## src/hdl/hpfe_pkg.sv

```systemverilog
/*
 haptic playback front end: shared constants, register indices, field
 positions, reset values and carrier types.
 assumes a 250 MHz core clock and an axi4-lite register port.
*/
package hpfe_pkg;
	// timing
	localparam int unsigned CLK_PS = 4000;
	localparam int unsigned MS_PS = 1000000000;
	localparam int unsigned CYC_PER_MS = MS_PS / CLK_PS;
	localparam int unsigned OL_UNIT_PS = 98490000;
	localparam int unsigned CYC_PER_OL_HALF = OL_UNIT_PS / (2 * CLK_PS);
	localparam int unsigned WAIT_MS_LSB = 10;
	localparam logic [2:0] STEP_MS_SLOW = 3'h5;
	localparam logic [2:0] STEP_MS_FAST = 3'h1;
	localparam int unsigned DUTY_WIN_BITS = 16;
	localparam logic [6:0] PWM_DIV_LAST = 7'h7f;
	// register indices, byte address is four times the index
	localparam int ADDR_W = 8;
	localparam logic [5:0] REG_STATUS = 6'h00;
	localparam logic [5:0] REG_MODE = 6'h01;
	localparam logic [5:0] REG_RTP = 6'h02;
	localparam logic [5:0] REG_LIB = 6'h03;
	localparam logic [5:0] REG_SEQ0 = 6'h04;
	localparam logic [5:0] REG_SEQ7 = 6'h0b;
	localparam logic [5:0] REG_GO = 6'h0c;
	localparam logic [5:0] REG_ODT = 6'h0d;
	localparam logic [5:0] REG_SPT = 6'h0e;
	localparam logic [5:0] REG_SNT = 6'h0f;
	localparam logic [5:0] REG_BRT = 6'h10;
	localparam logic [5:0] REG_CLAMP = 6'h17;
	localparam logic [5:0] REG_LOOP = 6'h1d;
	localparam logic [5:0] REG_CTRL = 6'h1f;
	localparam logic [5:0] REG_OLP = 6'h20;
	localparam logic [5:0] REG_NONE = 6'h3f;
	// field positions
	localparam int MODE_STANDBY_BIT = 6;
	localparam int LOOP_OPEN_BIT = 0;
	localparam int LOOP_NG_LSB = 2;
	localparam int CTRL_PB_INT_BIT = 0;
	localparam int SEQ_WAIT_BIT = 7;
	localparam logic [2:0] LIB_CLOSED = 3'h6;
	// reset values
	localparam logic [7:0] MODE_RST = 8'h40;
	localparam logic [7:0] LIB_RST = 8'h01;
	localparam logic [7:0] CLAMP_RST = 8'h8c;
	localparam logic [7:0] LOOP_RST = 8'h00;
	localparam logic [7:0] CTRL_RST = 8'h00;
	localparam logic [7:0] OLP_RST = 8'h33;
	localparam logic [7:0] ZERO8 = 8'h00;
	localparam logic [1:0] AXI_OKAY = 2'h0;
	localparam logic [1:0] AXI_SLVERR = 2'h2;

	typedef enum logic [2:0] {
		MODE_INT_TRIG, MODE_EDGE_TRIG, MODE_LEVEL_TRIG, MODE_PWM,
		MODE_AUDIO, MODE_RTP, MODE_DIAG, MODE_CAL
	} hpfe_mode_t;
	typedef enum logic [1:0] {SEG_OVERDRIVE, SEG_SUST_POS, SEG_SUST_NEG, SEG_BRAKE} hpfe_seg_t;
	typedef enum logic [1:0] {SQ_IDLE, SQ_FETCH, SQ_PLAY, SQ_WAIT} hpfe_seq_t;

	typedef struct packed {
		logic [7:0] od;
		logic [7:0] sp;
		logic [7:0] sn;
		logic [7:0] br;
	} hpfe_offs_t;

	typedef struct packed {
		logic level;
		logic rise;
		logic [7:0] duty;
		logic div_pol;
	} hpfe_pin_t;

	// noise gate threshold by 2-bit setting
	function automatic logic [7:0] hpfe_ng_level(input logic [1:0] sel);
		case (sel)
			2'h0: hpfe_ng_level = 8'h00;
			2'h1: hpfe_ng_level = 8'h0a;
			2'h2: hpfe_ng_level = 8'h14;
			default: hpfe_ng_level = 8'h29;
		endcase
	endfunction
endpackage

```

## src/hdl/hpfe_timebase.sv

```systemverilog
/*
 millisecond tick and open-loop half-period unit tick.
 assumes one core clock; ticks are one-cycle enables.
*/
`timescale 1ns/100ps
`default_nettype none
module hpfe_timebase
	import hpfe_pkg::*;
#(
	parameter int unsigned CYC_MS = CYC_PER_MS,
	parameter int unsigned CYC_HALF = CYC_PER_OL_HALF
)
(
	input wire logic clk_i,
	input wire logic rst_b_i,
	output logic ms_tick_o,
	output logic half_tick_o
);
	localparam int MS_W = $clog2(CYC_MS);
	localparam int HF_W = $clog2(CYC_HALF);
	logic [MS_W-1:0] ms_cnt_q;
	logic [HF_W-1:0] hf_cnt_q;

	always_ff @(posedge clk_i or negedge rst_b_i)
	begin
		if (!rst_b_i)
		begin
			ms_cnt_q <= '0;
			ms_tick_o <= 1'b0;
		end
		else
		begin
			ms_tick_o <= (ms_cnt_q == MS_W'(CYC_MS - 1));
			ms_cnt_q <= (ms_cnt_q == MS_W'(CYC_MS - 1)) ? '0 : ms_cnt_q + 1'b1;
		end
	end

	always_ff @(posedge clk_i or negedge rst_b_i)
	begin
		if (!rst_b_i)
		begin
			hf_cnt_q <= '0;
			half_tick_o <= 1'b0;
		end
		else
		begin
			half_tick_o <= (hf_cnt_q == HF_W'(CYC_HALF - 1));
			hf_cnt_q <= (hf_cnt_q == HF_W'(CYC_HALF - 1)) ? '0 : hf_cnt_q + 1'b1;
		end
	end
endmodule
`default_nettype wire

```

## src/hdl/hpfe_pin_meter.sv

```systemverilog
/*
 input pin front end: two-stage synchroniser, rising edge, duty measure
 over a fixed window and a polarity that flips every 128 input pulses.
 assumes the pin is asynchronous to the core clock.
*/
`timescale 1ns/100ps
`default_nettype none
module hpfe_pin_meter
	import hpfe_pkg::*;
(
	input wire logic clk_i,
	input wire logic rst_b_i,
	input wire logic pin_i,
	output var hpfe_pin_t pin_o
);
	logic sync1_q;
	logic sync2_q;
	logic last_q;
	logic rise_q;
	logic [DUTY_WIN_BITS-1:0] win_q;
	logic [DUTY_WIN_BITS-1:0] high_q;
	logic [7:0] duty_q;
	logic [6:0] rise_cnt_q;
	logic pol_q;

	always_ff @(posedge clk_i or negedge rst_b_i)
	begin
		if (!rst_b_i)
		begin
			sync1_q <= 1'b0;
			sync2_q <= 1'b0;
			last_q <= 1'b0;
			rise_q <= 1'b0;
		end
		else
		begin
			sync1_q <= pin_i;
			sync2_q <= sync1_q;
			last_q <= sync2_q;
			rise_q <= sync2_q & ~last_q;
		end
	end

	// high samples over one window give the duty
	always_ff @(posedge clk_i or negedge rst_b_i)
	begin
		if (!rst_b_i)
		begin
			win_q <= '0;
			high_q <= '0;
			duty_q <= 8'h00;
		end
		else
		begin
			win_q <= win_q + 1'b1;
			if (&win_q)
			begin
				duty_q <= high_q[DUTY_WIN_BITS-1 -: 8];
				high_q <= '0;
			end
			else
			begin
				high_q <= high_q + DUTY_WIN_BITS'(last_q);
			end
		end
	end

	// fixed divide by 128 of the pulse train
	always_ff @(posedge clk_i or negedge rst_b_i)
	begin
		if (!rst_b_i)
		begin
			rise_cnt_q <= 7'h00;
			pol_q <= 1'b0;
		end
		else if (rise_q)
		begin
			rise_cnt_q <= rise_cnt_q + 1'b1;
			if (rise_cnt_q == PWM_DIV_LAST)
			begin
				pol_q <= ~pol_q;
			end
		end
	end

	assign pin_o = '{level: last_q, rise: rise_q, duty: duty_q, div_pol: pol_q};
endmodule
`default_nettype wire

```

## src/hdl/hpfe_top.sv

```systemverilog
/*
 haptic playback front end: axi4-lite register file, mode decode,
 trigger handling, eight-slot sequencer, time-offset stretching and
 drive level / polarity selection.
 assumes a rom playback engine and resonance tracker outside that take
 effect_start_o / effect_id_o and report effect_done_i / track_polarity_i.
*/
`timescale 1ns/100ps
`default_nettype none
module hpfe_top
	import hpfe_pkg::*;
#(
	parameter int unsigned CYC_MS = CYC_PER_MS,
	parameter int unsigned CYC_HALF = CYC_PER_OL_HALF
)
(
	input wire logic clk_i,
	input wire logic rst_b_i,
	input wire logic [ADDR_W-1:0] s_axi_awaddr,
	input wire logic s_axi_awvalid,
	output logic s_axi_awready,
	input wire logic [31:0] s_axi_wdata,
	input wire logic [3:0] s_axi_wstrb,
	input wire logic s_axi_wvalid,
	output logic s_axi_wready,
	output logic [1:0] s_axi_bresp,
	output logic s_axi_bvalid,
	input wire logic s_axi_bready,
	input wire logic [ADDR_W-1:0] s_axi_araddr,
	input wire logic s_axi_arvalid,
	output logic s_axi_arready,
	output logic [31:0] s_axi_rdata,
	output logic [1:0] s_axi_rresp,
	output logic s_axi_rvalid,
	input wire logic s_axi_rready,
	input wire logic input_trigger_pin_i,
	input wire logic effect_done_i,
	input wire logic track_polarity_i,
	input wire hpfe_seg_t segment_kind_i,
	input wire logic [7:0] segment_time_i,
	output logic [7:0] drive_level_o,
	output logic drive_polarity_o,
	output logic drive_active_o,
	output logic effect_start_o,
	output logic [6:0] effect_id_o,
	output logic [2:0] library_sel_o,
	output logic library_closed_loop_o,
	output logic step_tick_o,
	output logic [7:0] segment_time_o
);
	function automatic logic [5:0] reg_index(input logic [ADDR_W-1:0] a);
		reg_index = (a[1:0] == 2'h0) ? a[ADDR_W-1:2] : REG_NONE;
	endfunction

	function automatic logic is_mapped(input logic [5:0] i);
		is_mapped = (i <= REG_BRT) || (i == REG_CLAMP) || (i == REG_LOOP)
			|| (i == REG_CTRL) || (i == REG_OLP);
	endfunction

	logic [7:0] mode_q, rtp_q, lib_q, clamp_q, loop_q, ctrl_q, olp_q;
	logic [7:0] seq_q [8];
	hpfe_offs_t offs_q;
	logic go_q;
	hpfe_seq_t state_q;
	logic [2:0] slot_q;
	logic [10:0] wait_q;
	logic [2:0] step_cnt_q;
	logic [6:0] ol_cnt_q;
	logic ol_pol_q;
	logic aw_hold_q, w_hold_q;
	logic [5:0] aw_idx_q;
	logic [7:0] w_data_q;
	logic w_en_q;
	logic ms_tick, half_tick;
	hpfe_pin_t pin;

	hpfe_timebase #(.CYC_MS(CYC_MS), .CYC_HALF(CYC_HALF)) i_hpfe_timebase (
		.clk_i(clk_i),
		.rst_b_i(rst_b_i),
		.ms_tick_o(ms_tick),
		.half_tick_o(half_tick)
	);

	hpfe_pin_meter i_hpfe_pin_meter (
		.clk_i(clk_i),
		.rst_b_i(rst_b_i),
		.pin_i(input_trigger_pin_i),
		.pin_o(pin)
	);

	// decoded controls
	hpfe_mode_t mode;
	logic standby, open_loop, continuous, rom_active, seq_mode;
	assign mode = hpfe_mode_t'(mode_q[2:0]);
	assign standby = mode_q[MODE_STANDBY_BIT];
	assign open_loop = loop_q[LOOP_OPEN_BIT];
	assign continuous = ~standby & ((mode == MODE_PWM) | (mode == MODE_RTP));
	assign rom_active = (state_q == SQ_PLAY);
	assign seq_mode = (mode != MODE_AUDIO) & (mode != MODE_DIAG) & (mode != MODE_CAL);

	// axi write channel
	logic aw_take, w_take, wr_do, aw_hold_d, w_hold_d, bvalid_d;
	logic wr_hit;
	assign aw_take = s_axi_awvalid & s_axi_awready;
	assign w_take = s_axi_wvalid & s_axi_wready;
	assign wr_do = aw_hold_q & w_hold_q & ~s_axi_bvalid;
	assign aw_hold_d = (aw_hold_q | aw_take) & ~wr_do;
	assign w_hold_d = (w_hold_q | w_take) & ~wr_do;
	assign bvalid_d = wr_do | (s_axi_bvalid & ~s_axi_bready);
	assign wr_hit = wr_do & w_en_q & is_mapped(aw_idx_q);

	always_ff @(posedge clk_i or negedge rst_b_i)
	begin
		if (!rst_b_i)
		begin
			aw_hold_q <= 1'b0;
			w_hold_q <= 1'b0;
			aw_idx_q <= REG_NONE;
			w_data_q <= 8'h00;
			w_en_q <= 1'b0;
			s_axi_awready <= 1'b0;
			s_axi_wready <= 1'b0;
			s_axi_bvalid <= 1'b0;
			s_axi_bresp <= AXI_OKAY;
		end
		else
		begin
			aw_hold_q <= aw_hold_d;
			w_hold_q <= w_hold_d;
			if (aw_take)
			begin
				aw_idx_q <= reg_index(s_axi_awaddr);
			end
			if (w_take)
			begin
				w_data_q <= s_axi_wdata[7:0];
				w_en_q <= s_axi_wstrb[0];
			end
			s_axi_awready <= ~aw_hold_d & ~bvalid_d;
			s_axi_wready <= ~w_hold_d & ~bvalid_d;
			s_axi_bvalid <= bvalid_d;
			if (wr_do)
			begin
				s_axi_bresp <= is_mapped(aw_idx_q) ? AXI_OKAY : AXI_SLVERR;
			end
		end
	end

	// register file
	always_ff @(posedge clk_i or negedge rst_b_i)
	begin
		if (!rst_b_i)
		begin
			mode_q <= MODE_RST;
			rtp_q <= ZERO8;
			lib_q <= LIB_RST;
			clamp_q <= CLAMP_RST;
			loop_q <= LOOP_RST;
			ctrl_q <= CTRL_RST;
			olp_q <= OLP_RST;
			offs_q <= '0;
			for (int i = 0; i < 8; i++)
			begin
				seq_q[i] <= ZERO8;
			end
		end
		else if (wr_hit)
		begin
			if (aw_idx_q == REG_MODE)
				mode_q <= w_data_q;
			else if (aw_idx_q == REG_RTP)
				rtp_q <= w_data_q;
			else if (aw_idx_q == REG_LIB)
				lib_q <= w_data_q;
			else if (aw_idx_q >= REG_SEQ0 && aw_idx_q <= REG_SEQ7)
				seq_q[3'(aw_idx_q - REG_SEQ0)] <= w_data_q;
			else if (aw_idx_q == REG_ODT)
				offs_q.od <= w_data_q;
			else if (aw_idx_q == REG_SPT)
				offs_q.sp <= w_data_q;
			else if (aw_idx_q == REG_SNT)
				offs_q.sn <= w_data_q;
			else if (aw_idx_q == REG_BRT)
				offs_q.br <= w_data_q;
			else if (aw_idx_q == REG_CLAMP)
				clamp_q <= w_data_q;
			else if (aw_idx_q == REG_LOOP)
				loop_q <= w_data_q;
			else if (aw_idx_q == REG_CTRL)
				ctrl_q <= w_data_q;
			else if (aw_idx_q == REG_OLP)
				olp_q <= w_data_q;
		end
	end

	// read channel
	logic ar_take;
	logic [5:0] ar_idx;
	logic [7:0] rd_val;
	assign ar_take = s_axi_arvalid & s_axi_arready;
	assign ar_idx = reg_index(s_axi_araddr);

	always_comb
	begin
		rd_val = ZERO8;
		if (ar_idx == REG_STATUS)
			rd_val = {pin.level, 1'b0, state_q, go_q, slot_q};
		else if (ar_idx == REG_MODE)
			rd_val = mode_q;
		else if (ar_idx == REG_RTP)
			rd_val = rtp_q;
		else if (ar_idx == REG_LIB)
			rd_val = lib_q;
		else if (ar_idx >= REG_SEQ0 && ar_idx <= REG_SEQ7)
			rd_val = seq_q[3'(ar_idx - REG_SEQ0)];
		else if (ar_idx == REG_GO)
			rd_val = {7'h00, go_q};
		else if (ar_idx == REG_ODT)
			rd_val = offs_q.od;
		else if (ar_idx == REG_SPT)
			rd_val = offs_q.sp;
		else if (ar_idx == REG_SNT)
			rd_val = offs_q.sn;
		else if (ar_idx == REG_BRT)
			rd_val = offs_q.br;
		else if (ar_idx == REG_CLAMP)
			rd_val = clamp_q;
		else if (ar_idx == REG_LOOP)
			rd_val = loop_q;
		else if (ar_idx == REG_CTRL)
			rd_val = ctrl_q;
		else if (ar_idx == REG_OLP)
			rd_val = olp_q;
	end

	always_ff @(posedge clk_i or negedge rst_b_i)
	begin
		if (!rst_b_i)
		begin
			s_axi_arready <= 1'b0;
			s_axi_rvalid <= 1'b0;
			s_axi_rdata <= 32'h0000_0000;
			s_axi_rresp <= AXI_OKAY;
		end
		else
		begin
			s_axi_arready <= ~ar_take & ~(s_axi_rvalid & ~s_axi_rready);
			if (ar_take)
			begin
				s_axi_rvalid <= 1'b1;
				s_axi_rdata <= {24'h000000, rd_val};
				s_axi_rresp <= is_mapped(ar_idx) ? AXI_OKAY : AXI_SLVERR;
			end
			else if (s_axi_rready)
			begin
				s_axi_rvalid <= 1'b0;
			end
		end
	end

	// start bit: software, pin triggers, sequencer end
	logic sw_go_wr, go_set, go_clr, seq_end, pin_edge_mode;
	assign sw_go_wr = wr_hit & (aw_idx_q == REG_GO);
	assign pin_edge_mode = (mode == MODE_EDGE_TRIG) | (mode == MODE_RTP);
	assign go_set = (sw_go_wr & w_data_q[0]) | (pin_edge_mode & pin.rise & ~go_q);
	assign go_clr = (sw_go_wr & ~w_data_q[0]) | (pin_edge_mode & pin.rise & go_q) | seq_end;

	always_ff @(posedge clk_i or negedge rst_b_i)
	begin
		if (!rst_b_i)
			go_q <= 1'b0;
		else if (standby)
			go_q <= 1'b0;
		else if (mode == MODE_LEVEL_TRIG)
			go_q <= pin.level;
		else if (go_set)
			go_q <= 1'b1;
		else if (go_clr)
			go_q <= 1'b0;
	end

	// waveform sequencer
	logic [7:0] entry;
	logic last_slot;
	assign entry = seq_q[slot_q];
	assign last_slot = (slot_q == 3'h7);
	assign seq_end = ((state_q == SQ_FETCH) & (entry == ZERO8))
		| (((state_q == SQ_PLAY) & effect_done_i) & last_slot)
		| (((state_q == SQ_WAIT) & (wait_q == 11'h000) & ms_tick) & last_slot);

	always_ff @(posedge clk_i or negedge rst_b_i)
	begin
		if (!rst_b_i)
		begin
			state_q <= SQ_IDLE;
			slot_q <= 3'h0;
			wait_q <= 11'h000;
			effect_start_o <= 1'b0;
			effect_id_o <= 7'h00;
		end
		else
		begin
			effect_start_o <= 1'b0;
			if (!go_q || standby || !seq_mode)
			begin
				state_q <= SQ_IDLE;
				slot_q <= 3'h0;
			end
			else
			begin
				case (state_q)
					SQ_IDLE:
						state_q <= SQ_FETCH;
					SQ_FETCH:
						if (entry == ZERO8)
							state_q <= SQ_IDLE;
						else if (entry[SEQ_WAIT_BIT])
						begin
							wait_q <= 11'(entry[6:0] * WAIT_MS_LSB);
							state_q <= SQ_WAIT;
						end
						else
						begin
							effect_id_o <= entry[6:0];
							effect_start_o <= 1'b1;
							state_q <= SQ_PLAY;
						end
					SQ_PLAY:
						if (effect_done_i)
						begin
							state_q <= last_slot ? SQ_IDLE : SQ_FETCH;
							slot_q <= slot_q + 1'b1;
						end
					default:
						if (ms_tick && wait_q == 11'h000)
						begin
							state_q <= last_slot ? SQ_IDLE : SQ_FETCH;
							slot_q <= slot_q + 1'b1;
						end
						else if (ms_tick)
							wait_q <= wait_q - 1'b1;
				endcase
			end
		end
	end

	// rom step timebase
	logic [2:0] step_len;
	assign step_len = ctrl_q[CTRL_PB_INT_BIT] ? STEP_MS_FAST : STEP_MS_SLOW;

	always_ff @(posedge clk_i or negedge rst_b_i)
	begin
		if (!rst_b_i)
		begin
			step_cnt_q <= 3'h0;
			step_tick_o <= 1'b0;
		end
		else
		begin
			step_tick_o <= 1'b0;
			if (!rom_active)
				step_cnt_q <= 3'h0;
			else if (ms_tick)
			begin
				if (step_cnt_q >= step_len - 1'b1)
				begin
					step_cnt_q <= 3'h0;
					step_tick_o <= 1'b1;
				end
				else
					step_cnt_q <= step_cnt_q + 1'b1;
			end
		end
	end

	// segment time stretching
	logic [7:0] offs_sel;
	logic signed [9:0] seg_sum;
	always_comb
	begin
		case (segment_kind_i)
			SEG_OVERDRIVE: offs_sel = offs_q.od;
			SEG_SUST_POS: offs_sel = offs_q.sp;
			SEG_SUST_NEG: offs_sel = offs_q.sn;
			default: offs_sel = offs_q.br;
		endcase
	end
	assign seg_sum = $signed({2'b00, segment_time_i}) + $signed({{2{offs_sel[7]}}, offs_sel});

	always_ff @(posedge clk_i or negedge rst_b_i)
	begin
		if (!rst_b_i)
			segment_time_o <= 8'h00;
		else if (!rom_active)
			segment_time_o <= segment_time_i;
		else if (seg_sum < 0)
			segment_time_o <= 8'h00;
		else if (seg_sum > 10'sd255)
			segment_time_o <= 8'hff;
		else
			segment_time_o <= seg_sum[7:0];
	end

	// digital open-loop resonant period
	logic [6:0] ol_period;
	assign ol_period = (olp_q[6:0] == 7'h00) ? 7'h01 : olp_q[6:0];

	always_ff @(posedge clk_i or negedge rst_b_i)
	begin
		if (!rst_b_i)
		begin
			ol_cnt_q <= 7'h00;
			ol_pol_q <= 1'b0;
		end
		else if (half_tick)
		begin
			if (ol_cnt_q >= ol_period - 1'b1)
			begin
				ol_cnt_q <= 7'h00;
				ol_pol_q <= ~ol_pol_q;
			end
			else
				ol_cnt_q <= ol_cnt_q + 1'b1;
		end
	end

	// drive selection
	logic [15:0] pwm_scaled;
	logic [7:0] pwm_level;
	assign pwm_scaled = pin.duty * clamp_q + 16'(clamp_q);
	assign pwm_level = (pwm_scaled[15:8] < hpfe_ng_level(loop_q[LOOP_NG_LSB +: 2])) ?
		8'h00 : pwm_scaled[15:8];

	always_ff @(posedge clk_i or negedge rst_b_i)
	begin
		if (!rst_b_i)
		begin
			drive_level_o <= 8'h00;
			drive_polarity_o <= 1'b0;
			drive_active_o <= 1'b0;
			library_sel_o <= 3'h0;
			library_closed_loop_o <= 1'b0;
		end
		else
		begin
			drive_active_o <= continuous | (rom_active & ~standby);
			if (!continuous)
				drive_level_o <= 8'h00;
			else if (mode == MODE_PWM)
				drive_level_o <= pwm_level;
			else
				drive_level_o <= rtp_q;
			if (!open_loop)
				drive_polarity_o <= track_polarity_i;
			else if (continuous && mode == MODE_PWM)
				drive_polarity_o <= pin.div_pol;
			else
				drive_polarity_o <= ol_pol_q;
			library_sel_o <= lib_q[2:0];
			library_closed_loop_o <= (lib_q[2:0] == LIB_CLOSED);
		end
	end
endmodule
`default_nettype wire

```

## config.mk

```make
export PLATFORM = sky130hd
export DESIGN_NAME = hpfe_top
export DESIGN_NICKNAME = d
export VERILOG_FILES = /design/src/hdl/hpfe_pkg.sv /design/src/hdl/hpfe_timebase.sv /design/src/hdl/hpfe_pin_meter.sv /design/src/hdl/hpfe_top.sv
export SDC_FILE = /design/constraint.sdc
export NUM_CORES = 1
export LEC_CHECK = 0
export BUFFER_PORTS_ARGS = -buffer_cell sky130_fd_sc_hd__buf_2
export CAP_MARGIN = 20
export CORE_MARGIN = 10
export CORE_UTILIZATION = 35
export DETAILED_ROUTE_END_ITERATION = 8
export HOLD_SLACK_MARGIN = 0.03
export SLEW_MARGIN = 20
export SYNTH_ARGS = -nofsm -noshare
export SYNTH_HDL_FRONTEND = slang
export SYNTH_HIERARCHICAL = 1
export SYNTH_SLANG_ARGS = --single-unit
```

## constraint.sdc

```tcl
create_clock -name clk_i -period 6.9 [get_ports clk_i]
set_input_delay 0.69 -clock clk_i [delete_from_list [all_inputs] [get_ports clk_i]]
set_output_delay 0.69 -clock clk_i [all_outputs]
set_load 0.005 [all_outputs]
```

==> key figures <==
Synth
  • Library cells used by synthesis: 88
  • Ys flop type: dfrtp_1
  • Cell Area, Synth: 19,300 µm²
  • Ys async rst share: 100%
  • Synthesized flop and latch total: around 330
  • Post-synthesis area per instance: 10.8 µm²
  • Cells after Synth: ~1,800
  • Synth warnings: 6
  • Seq/Total Area, Yosys: 42.8%
  • EDFF count, synth: 0

Route
  • DR pass1 iterations: 6
  • Initial DRC Count: ~1,100
  • DR vias: 13,900
  • Via/cell ratio: 5.40
  • Final antenna-violating net count: 0
  • DRT Wirelength: 50,700 µm
  • DRC: 0
  • Routed WL per cell: around 20 µm

Timing
  • Final Critical Period: 6120 ps
  • Tcrit/Tclk final: 88.7%
  • Slew Limit Fails: 0
  • Setup violators final: 0
  • Relative slew slack: 27.8%
  • Setup_tns: 0 ps
  • Measured slew at the worst slew-check pin: 1080 ps
  • Clock skew: a little over 20 ps
  • RSZ-0062 raised after global routing: no
  • Achievable frequency: between 0.15 and 0.2 GHz
  • Final Hold Viols: 0

Global route
  • Initial antenna violation count: 8
  • GR Layer Usage met1: 20.7%
  • Vias in the first global route: 14,100
  • GR met2 Demand/Resource: 24.7%
  • GRT Resource Usage Total: 15.7%
  • First-pass GRT wire length: 80,400 µm
  • Top Usage Layer GRT: met2
  • Met3 GRT Util: 4.01%
  • Grt ovf: 0
  • Largest net degree at the start of global routing: 132

Floorplan
  • Die area: 64,900 µm²
  • Die H: 255 µm
  • Die W: 255 µm
  • Top Ports: 144
  • Starting Density: a little over a third
  • Area of the core: 54,100 µm²
  • Row cnt: 85

Worst setup path
  • Critical Path Source: clamp_q[7]
  • Crit path kind: reg2reg
  • Critical Path Source Type: register
  • Worst reg2reg startpoint: clamp_q[7]
  • CP max FO: 10
  • Critical Path Sink: drive_level_o[5]
  • Reg2Reg Depth: 20
  • Setup crit end kind: register
  • Reg-to-reg slack, setup: between 700 and 800 ps
  • Req. time, crit path: 7300 ps
  • Worst Path Arrival: 6520 ps
  • FF-to-FF End: drive_level_o[5]

Power
  • Psw: 1.41 mW
  • Clock power frac: 42.3%
  • Pint: 3.54 mW
  • Pwr dens: around 230 nW/µm²
  • Power, Total: 4.95 mW
  • Switching Share: 28.5%
  • VDD IR max: 0.131 mV
  • Flop pwr share: roughly half
  • Logic pwr share: 9.1%
  • LEAKAGE: just over 10 nW

Clock tree
  • CTS resizes: 0
  • Setup Fix Bufs, Post-CTS: 0
  • Clock tree buffer depth: 3
  • Clk pin slew, worst setup/hold paths: approximately 70 ps
  • CTS sink cnt: 329
  • Clock latency on the worst-skew pair: around 550 ps
  • CTS buffer count: 39
  • Hold_buf cts: 0
  • H-tree depth: 2
  • CTS root buf: clkbuf_16
  • CTS tree: built

Final layout
  • Commonest non-fill, non-tap cells in the layout: dfrtp_1, mux2_2, nand2_1, nor2_1, inv_1
  • Most common cell after layout, fill and taps aside: dfrtp_1
  • Final #Nets: just over 2,000
  • Share of layout cells above drive strength 1: 22.0%
  • Fillers: 5,180
  • Synth-to-layout area growth: 11.8%
  • Fin area: 21,600 µm²
  • Util after Layout: 39.8%

Place
  • GPL Wtd Cong: 0.910
  • DP Area: 20,300 µm²
  • Post-DP HPWL: 36,000 µm
  • Number of port buffers: 90

Hold path
  • HP Class: in2async

Job
  • MaxCap Viol Count: 0

Run status
  • Outcome: finished, final reports clean
==> layer usage <==
layer,vias to the layer above,part of all wire [%]
li1,6390,-
met1,6969,44
met2,409,46
met3,104,7.1
met4,8,2.6
met5,-,0.11
==> cell usage after synthesis, types with 27 or more instances <==
master    count  area share, %
a21oi_1      59            1.5
and2_1       48            1.6
buf_4        31            1.2
clkbuf_1     46           0.90
dfrtp_1     314             41
fa_1         45            4.7
ha_1         80            5.2
inv_1        92            1.8
mux2_2      179             10
mux4_2       27            3.2
nand2_1     157            3.1
nand3_1      61            1.6
nor2_1      114            2.2
o21ai_0      65            1.7
xnor2_1      52            2.4
xor2_1       34            1.5
==> worst max-delay path, stage by stage, from the launching register on <==
cell and delay (ps):
dfstp_2 630, nand2_1 110, fa_1 510, fa_1 550
inv_1 60, fa_1 530, inv_1 50, fa_1 530
inv_1 40, ha_1 190, a2111oi_0 250, o21ai_1 210
a31oi_1 330, nand2_1 140, xnor2_1 240, ha_1 290
a211o_1 290, nor4b_1 300, o21ai_0 160, a211oi_2 370
o21ai_0 190
==> cell families (layout without fill, tap and decap cells) <==
logic type / Yosys count / in the layout / share of synthesized area, %
compound gates: 263 / 263 / 9.00
fa+ha+maj: 125 / 125 / 9.87
mux: 226 / 226 / 14.7
other cells: 1 / 28 / 0.0195
simple gates: 557 / 557 / 15.1
buf+inv: 192 / 259 / 4.52
xor+xnor: 86 / 86 / 3.91
flops: 329 / 329 / 42.8
==> worst min-delay path by stage <==
stage | start | endpoint | slack, ps | cells past startpoint
after global placement | i_hpfe_pin_meter/sync1_q | i_hpfe_pin_meter/sync2_q | 340 | 0
final | rst_b_i | i_hpfe_pin_meter/win_q[0] | 190 | 1
after CTS | input_trigger_pin_i | i_hpfe_pin_meter/sync1_q | 210 | 1
after global routing | input_trigger_pin_i | i_hpfe_pin_meter/sync1_q | 230 | 1
after detailed placement | i_hpfe_pin_meter/sync1_q | i_hpfe_pin_meter/sync2_q | 340 | 0
after floorplan | i_hpfe_pin_meter/sync1_q | i_hpfe_pin_meter/sync2_q | 330 | 0
==> registers in the layout, indices dropped and copies added (netlist names), 11 cells and up <==
register	flops
wait_q	11
i_hpfe_timebase/hf_cnt_q	14
offs_q	32
i_hpfe_timebase/ms_cnt_q	18
i_hpfe_pin_meter/high_q	16
seq_q	64
i_hpfe_pin_meter/win_q	16
==> metrics by stage <==
step                std cells  worst slack, ps  hold slack [ps]
floorplan                1804             1240              331
global placement         2498              913              341
detailed placement       2498              754              336
CTS                      2567              785              215
global route             2569              447              225
finish                   2569              780              193
==> cell type report <==
class / instances / area [µm²] / area share [%]
Clock inverter: 12 / 176 / 0.818
Tap cell: 696 / 871 / 4.04
Sequential cell: 329 / 8250 / 38.3
Multi-Input combinational cell: 1283 / 10300 / 47.6
Antenna cell: 2 / 5.00 / 0.0232
Timing Repair Buffer: 98 / 537 / 2.49
Clock buffer: 57 / 1110 / 5.17
Inverter: 92 / 345 / 1.60
==> power by group through the flow <==
stage	Combinational [mW]	Sequential, mW	Clock, mW
6_report	0.450	2.40	2.09
5_1_grt	0.502	2.42	2.23
4_1_cts	0.454	2.39	2.16
3_5_place_dp	0.452	2.43	0
3_3_place_gp	0.440	2.42	0
2_1_floorplan	0.422	2.17	0
(Power assumes the default switching activity.)
